### src/intvec_pkg.sv
// Purpose: Constants and types for the interrupt vector and priority resolver.
// Assumes: 8-bit register port, 50 MHz system clock.
// Notes: Priority bits are seen as one 16-bit word {level A, level B}.
`default_nettype none

package intvec_pkg;

    // ****************************************
    // Register map
    // ****************************************
    localparam logic [3:0] OFS_LEVEL_A = 4'h0;
    localparam logic [3:0] OFS_LEVEL_B = 4'h1;
    localparam logic [3:0] OFS_CONTROL = 4'h2;
    localparam logic [3:0] OFS_STATUS = 4'h3;
    localparam logic [7:0] LEVEL_A_MASK = 8'hDF;
    localparam logic [7:0] LEVEL_B_MASK = 8'hCE;
    localparam logic [7:0] LEVEL_RESET = 8'h00;
    localparam int CTRL_WIDE_BIT = 0;

    // ****************************************
    // Vector numbers
    // ****************************************
    localparam logic [5:0] VEC_NMI = 6'h07;
    localparam logic [5:0] VEC_EXT0 = 6'h0C;
    localparam logic [5:0] VEC_EXT1 = 6'h0D;
    localparam logic [5:0] VEC_EXT4 = 6'h10;
    localparam logic [5:0] VEC_EXT5 = 6'h11;
    localparam logic [5:0] VEC_WDT = 6'h14;
    localparam int VEC_TMR_BASE = 24;
    localparam int VEC_SER_BASE = 52;
    localparam int VEC_STRIDE = 4;
    localparam logic [5:0] VEC_ADC = 6'h3C;

    // ****************************************
    // Level bit positions in {level A, level B}
    // ****************************************
    localparam int LVL_EXT0 = 15;
    localparam int LVL_EXT1 = 14;
    localparam int LVL_EXT45 = 12;
    localparam int LVL_WDT = 11;
    localparam int LVL_TMR0 = 10;
    localparam int LVL_SER0 = 3;
    localparam int LVL_ADC = 1;

    localparam int NUM_TMR = 5;
    localparam int NUM_SER = 2;

    typedef struct packed {
        logic nmi_req;
        logic ext0_req;
        logic ext1_req;
        logic ext4_req;
        logic ext5_req;
        logic watchdog_interval_req;
        logic [NUM_TMR-1:0] timer_match_a_req;
        logic [NUM_TMR-1:0] timer_match_b_req;
        logic [NUM_TMR-1:0] timer_overflow_req;
        logic [NUM_SER-1:0] serial_rx_error_req;
        logic [NUM_SER-1:0] serial_rx_full_req;
        logic [NUM_SER-1:0] serial_tx_empty_req;
        logic [NUM_SER-1:0] serial_tx_end_req;
        logic conversion_end_req;
    } req_t;

    typedef struct packed {
        logic valid;
        logic is_nmi;
        logic [5:0] vector;
        logic [31:0] address;
    } grant_t;

    // Table entry address, low 16 bits only
    function automatic logic [15:0] vec_addr(input logic [5:0] vec, input logic wide);
        vec_addr = wide ? {8'h00, vec, 2'h0} : {9'h000, vec, 1'h0};
    endfunction : vec_addr

    // Lowest set index, for smallest vector first
    function automatic logic [6:0] first_set(input logic [63:0] m);
        first_set = 7'h00;
        for (int i = 63; i >= 0; i--) begin
            if (m[i]) begin
                first_set = {1'b1, 6'(i)};
            end
        end
    endfunction : first_set

endpackage : intvec_pkg

`default_nettype wire

### src/intvec_resolver.sv
// Purpose: Maps interrupt sources to vectors and resolves the winner.
// Assumes: Request inputs are levels synchronous to clock_i.
// Notes: Result is registered; it follows requests one cycle later.
//
// The implementer's own choices: the plain strobed port and the register offsets.
`default_nettype none

module intvec_resolver
    import intvec_pkg::*;
(
    input wire logic clock_i,
    input wire logic rst_n_i,
    input wire req_t req_i,
    input wire logic [3:0] addr_i,
    input wire logic [7:0] wdata_i,
    input wire logic wr_i,
    input wire logic rd_i,
    output logic [7:0] rdata_o,
    output grant_t grant_o
);

    // ****************************************
    // Registers
    // ****************************************
    logic [7:0] level_a_reg;
    logic [7:0] level_b_reg;
    logic wide_reg;
    logic [7:0] rdata_reg;
    grant_t grant_reg;
    grant_t grant_next;
    logic [15:0] levels;
    logic [63:0] pend;
    logic [63:0] hi_pend;
    logic [6:0] hi_pick;
    logic [6:0] any_pick;

    assign levels = {level_a_reg, level_b_reg};

    always_ff @(posedge clock_i or negedge rst_n_i) begin
        if (!rst_n_i) begin
            level_a_reg <= LEVEL_RESET;
            level_b_reg <= LEVEL_RESET;
        end else if (wr_i && addr_i == OFS_LEVEL_A) begin
            level_a_reg <= wdata_i & LEVEL_A_MASK;
        end else if (wr_i && addr_i == OFS_LEVEL_B) begin
            level_b_reg <= wdata_i & LEVEL_B_MASK;
        end
    end

    always_ff @(posedge clock_i or negedge rst_n_i) begin
        if (!rst_n_i) begin
            wide_reg <= 1'b0;
        end else if (wr_i && addr_i == OFS_CONTROL) begin
            wide_reg <= wdata_i[CTRL_WIDE_BIT];
        end
    end

    always_ff @(posedge clock_i or negedge rst_n_i) begin
        if (!rst_n_i) begin
            rdata_reg <= 8'h00;
        end else if (rd_i) begin
            case (addr_i)
                OFS_LEVEL_A: rdata_reg <= level_a_reg;
                OFS_LEVEL_B: rdata_reg <= level_b_reg;
                OFS_CONTROL: rdata_reg <= {7'h00, wide_reg};
                OFS_STATUS: rdata_reg <= {grant_reg.valid, grant_reg.is_nmi, grant_reg.vector};
                default: rdata_reg <= 8'h00;
            endcase
        end
    end

    // ****************************************
    // Source to vector map
    // ****************************************
    always_comb begin
        pend = 64'h0;
        hi_pend = 64'h0;
        pend[VEC_EXT0] = req_i.ext0_req;
        hi_pend[VEC_EXT0] = levels[LVL_EXT0];
        pend[VEC_EXT1] = req_i.ext1_req;
        hi_pend[VEC_EXT1] = levels[LVL_EXT1];
        pend[VEC_EXT4] = req_i.ext4_req;
        pend[VEC_EXT5] = req_i.ext5_req;
        hi_pend[VEC_EXT4] = levels[LVL_EXT45];
        hi_pend[VEC_EXT5] = levels[LVL_EXT45];
        pend[VEC_WDT] = req_i.watchdog_interval_req;
        hi_pend[VEC_WDT] = levels[LVL_WDT];
        // Timer channels: A, B, overflow, then a reserved slot
        for (int n = 0; n < NUM_TMR; n++) begin
            pend[VEC_TMR_BASE + VEC_STRIDE * n] = req_i.timer_match_a_req[n];
            pend[VEC_TMR_BASE + VEC_STRIDE * n + 1] = req_i.timer_match_b_req[n];
            pend[VEC_TMR_BASE + VEC_STRIDE * n + 2] = req_i.timer_overflow_req[n];
            for (int k = 0; k < 3; k++) begin
                hi_pend[VEC_TMR_BASE + VEC_STRIDE * n + k] = levels[LVL_TMR0 - n];
            end
        end
        for (int n = 0; n < NUM_SER; n++) begin
            pend[VEC_SER_BASE + VEC_STRIDE * n] = req_i.serial_rx_error_req[n];
            pend[VEC_SER_BASE + VEC_STRIDE * n + 1] = req_i.serial_rx_full_req[n];
            pend[VEC_SER_BASE + VEC_STRIDE * n + 2] = req_i.serial_tx_empty_req[n];
            pend[VEC_SER_BASE + VEC_STRIDE * n + 3] = req_i.serial_tx_end_req[n];
            for (int k = 0; k < 4; k++) begin
                hi_pend[VEC_SER_BASE + VEC_STRIDE * n + k] = levels[LVL_SER0 - n];
            end
        end
        pend[VEC_ADC] = req_i.conversion_end_req;
        hi_pend[VEC_ADC] = levels[LVL_ADC];
        hi_pend = hi_pend & pend;
    end

    // ****************************************
    // Resolution
    // ****************************************
    assign hi_pick = first_set(hi_pend);
    assign any_pick = first_set(pend);

    always_comb begin
        grant_next = '0;
        if (req_i.nmi_req) begin
            grant_next.valid = 1'b1;
            grant_next.is_nmi = 1'b1;
            grant_next.vector = VEC_NMI;
        end else if (hi_pick[6]) begin
            grant_next.valid = 1'b1;
            grant_next.vector = hi_pick[5:0];
        end else if (any_pick[6]) begin
            grant_next.valid = 1'b1;
            grant_next.vector = any_pick[5:0];
        end
        if (grant_next.valid) begin
            grant_next.address = {16'h0000, vec_addr(grant_next.vector, wide_reg)};
        end
    end

    // Losers are not stored; a held request wins again later
    always_ff @(posedge clock_i or negedge rst_n_i) begin
        if (!rst_n_i) begin
            grant_reg <= '0;
        end else begin
            grant_reg <= grant_next;
        end
    end

    assign grant_o = grant_reg;
    assign rdata_o = rdata_reg;
endmodule : intvec_resolver

`default_nettype wire

### config.mk
export PLATFORM = sky130hd
export DESIGN_NAME = intvec_resolver
export DESIGN_NICKNAME = d
export VERILOG_FILES = /design/src/intvec_pkg.sv /design/src/intvec_resolver.sv
export SDC_FILE = /design/constraint.sdc
export NUM_CORES = 1
export LEC_CHECK = 0
export BUFFER_PORTS_ARGS = -buffer_cell sky130_fd_sc_hd__buf_2
export CORE_MARGIN = 5
export CORE_UTILIZATION = 54
export CTS_CLUSTER_SIZE = 24
export DETAILED_ROUTE_END_ITERATION = 10
export PLACE_DENSITY = 0.87
export SYNTH_ARGS = -nofsm -noshare
export SYNTH_HDL_FRONTEND = slang
export SYNTH_SLANG_ARGS = --single-unit
### constraint.sdc
create_clock -name clock_i -period 4 [get_ports clock_i]
set_input_delay 0.2 -clock clock_i [delete_from_list [all_inputs] [get_ports clock_i]]
set_output_delay 0.2 -clock clock_i [all_outputs]
set_load 0.01 [all_outputs]
==> key figures <==
Logic synthesis
  – Synthesized flop and latch total: 36
  – Synth warnings: 0
  – Post-synth top area cell: dfrtp_1
  – Syn Inst Count: 289
  – Share of the synthesized area in the top cell type: 0.359
  – Synthesized area: 0.00251 mm^2
  – Distinct cell type count after synthesis: 60
  – Prevailing post-synth register cell: dfrtp_1
  – Asr flop ratio synth: 1.00
  – Post-synth EDFFs: 0
  – Synth top area cells: dfrtp_1 (36%), buf_4 (7.5%), mux2_2 (6.3%)
  – Sequential share of the synthesized area: 0.359
  – Avg Cell Area, Syn: 8.69 um^2

Drt
  – Vias per std cell: 6.11
  – Drt total wl: 6800 um
  – Detail Route Antenna Nets: 0
  – DRC: 0
  – Initial DRC Count: 167
  – Drt first pass iters: 7
  – Avg WL per Cell: 16.7 um
  – Vias post-DR: 2486

Worst setup path
  – Cells on worst reg2reg path: 6
  – Crit-path max FO: 8
  – Worst reg2reg startpoint: level_b_reg[7]
  – Crit path kind: reg2reg
  – Top delay family on crit path: simple AND/OR/NAND/NOR gates
  – CP required: 4200 ps
  – FF-to-FF End: grant_o[2]
  – Worst path arrival time: 2400 ps
  – R2r setup slk: 1810 ps
  – Buf/Inv on CP: 0
  – Largest stage delay on the critical path: 550 ps
  – CP Cell Sequence: o31ai_1 > nand3b_1 > nor4b_2 > and3_2 > o21ai_0 > a2bb2oi_1
  – CP endpoint kind: flop
  – Slowest-stage cell, CP: nor4b_2
  – Setup crit start kind: flop

Placed design
  – DPL Wire Length: 5420 um
  – DP Cell Count: 399
  – GP Congestion: 0.950
  – Pre-CTS WS: 1680 ps
  – IO buf count: 67

Floorplan
  – Core area: 0.00444 mm^2
  – Initial Utilization: 0.565
  – Die height: 78.2 um
  – Die area: 0.00611 mm^2
  – Die span in x: 78.2 um
  – Row Count: 24
  – Top Ports: 94

Power
  – Sequential fraction of design power: 0.437
  – NetSw: 416 uW
  – Maximum vdd drop: 0.143 mV
  – Power Density: 399 mW/mm^2
  – Leak: 0.00134 uW
  – Comb pwr share: 0.333
  – Internal: 733 uW
  – Clk pwr share: 0.230
  – Switching share of total power: 0.362

Clock network
  – Total CTS buffers: 5
  – Clock Root Buffer: clkbuf_8
  – # hold bufs at CTS: 0
  – Skew-Pair Late Insertion Delay: 290 ps
  – Clock Sinks: 36
  – H-tree Lvls: 2
  – Postcts setup bufs: 0
  – TritonCTS clock tree: done
  – # resized after CTS: 0
  – Clock Tree Buf Depth: 2
  – Worst-path clk slew: 80 ps

STA
  – Worst hold slack: -12.8 ps
  – Slew @ Worst Pin: 1070 ps
  – RSZ-0062 raised after global routing: no
  – Final worst slack: 1810 ps
  – Finish-stage setup viols: 0
  – Pins Over Slew Limit: 0
  – Ratio of final minimum period to clock period: 0.548
  – Worst Skew: 10.3 ps
  – Worst slew margin: 0.279
  – Fmax: 456 MHz
  – TNS Setup: 0 ps
  – Min Tclk post-route: 2190 ps
  – Final-report hold violation count: 36

Finish
  – Seq. cell area: 901 um^2
  – Area of the multi-input gates: 0.00142 mm^2
  – Final net count: 400
  – Final non-filler cell total: 407
  – N_diodes: 0
  – Layout cells sized above 1: 0.276
  – Layout Area Growth over Synthesis: 14.6%
  – Filler cell count: 401
  – Max reg flops: 15

Run status
  – Failing checks: hold timing
  – Status: complete, but fails checks

Global routing
  – Vias in the first global route: 2282
  – Initial antenna violation count: 0
  – Gr usage total: 0.219
  – Pin count of the biggest net entering global routing: 37
  – Congestion Overflow GR: 0
  – Global-route wire length before repair: 10900 um

Run
  – Maxcap violations: 0

Min path
  – Worst hold path class: in2async
==> layout by cell type, fill, tap and decap left out, types with 2 or more instances in the layout <==
cell and instances:
inv_1 17, dfrtp_1 36, nor3_1 12, a221o_1 2, nand3b_1 2, or2_2 2, nand4_1 2, nand3_1 8
or3_1 3, o41ai_1 2, clkbuf_8 6, and3_1 2, o21ai_0 14, nor2_1 23, mux2i_1 7, a31oi_1 11
a32oi_1 2, nand2_1 21, o22ai_1 8, o21bai_1 5, nor4_1 2, a22o_1 3, buf_2 67, o211ai_1 3
mux2_2 14, or4_4 2, a21oi_1 14, o31ai_1 6, a222oi_1 2, conb_1 25
==> per-stage QoR <==
step	cell area (um^2)	util	power, uW	hold WS (ps)
2_1_floorplan	2600	-	747	-95.6
3_3_place_gp	2780	0.626	866	300
3_5_place_dp	2780	0.626	881	315
4_1_cts	2880	0.648	1140	11.7
5_1_grt	2880	0.648	1220	55.9
6_report	2880	0.648	1150	-12.8
==> power by group through the flow <==
stage / clock network (uW) / logic, uW / registers (uW)
floorplan: 0 / 252 / 495
global placement: 0 / 364 / 502
detailed placement: 0 / 375 / 506
CTS: 266 / 377 / 499
global route: 285 / 422 / 510
finish: 264 / 383 / 502
==> cells by family after synthesis <==
group / after synthesis / synth area share
other: 1 / 0.00149
AOI/OAI and AO/OA: 87 / 0.237
DFF: 36 / 0.359
and+or+nand+nor: 94 / 0.200
buffers and inverters: 50 / 0.112
muxes: 21 / 0.0907
==> cell type report <==
| type | count | share of cell area |
|---|---|---|
| well taps | 52 | 0.0226 |
| repair buffers | 67 | 0.117 |
| clock inverters | 1 | 0.00261 |
| flip-flops and latches | 36 | 0.313 |
| inverters | 17 | 0.0222 |
| multi-input cells | 227 | 0.493 |
| clock buffers | 7 | 0.0300 |
==> worst max-delay path by stage <==
| stage | startpoint | end | cells after the start |
|---|---|---|---|
| final | level_b_reg[7] | grant_o[2] | 6 |
| after global routing | level_b_reg[7] | grant_o[1] | 6 |
| after CTS | level_b_reg[7] | grant_o[2] | 6 |
| after detailed placement | req_i[1] | grant_o[2] | 7 |
| after global placement | req_i[1] | grant_o[2] | 7 |
| after floorplan | req_i[2] | grant_o[3] | 6 |
==> metal layers <==
layer | global-route usage | part of all wire | vias to the layer above
li1 | - | - | 1165
met1 | 0.281 | 0.39 | 1143
met2 | 0.365 | 0.47 | 162
met3 | 0.0561 | 0.12 | 16
met4 | 0.0647 | 0.023 | 0
met5 | 0 | 0 | -
==> synth_stat cells (2+ instances only) <==
library cell	count
a222oi_1	2
dfrtp_1	36
or2_2	2
nor3_1	12
a32oi_1	2
o22ai_1	8
o21ai_0	14
or4_4	2
mux2_2	14
buf_4	25
mux2i_1	7
nand2_1	21
nor2_1	23
nor4_1	2
and3_1	2
a31oi_1	11
inv_1	17
a22o_1	3
o211ai_1	3
or3_1	3
o31ai_1	6
nand4_1	2
clkbuf_1	8
a221o_1	2
o41ai_1	2
nand3b_1	2
nand3_1	8
a21oi_1	14
o21bai_1	5
No activity file was read; power rests on OpenSTA's default activity.
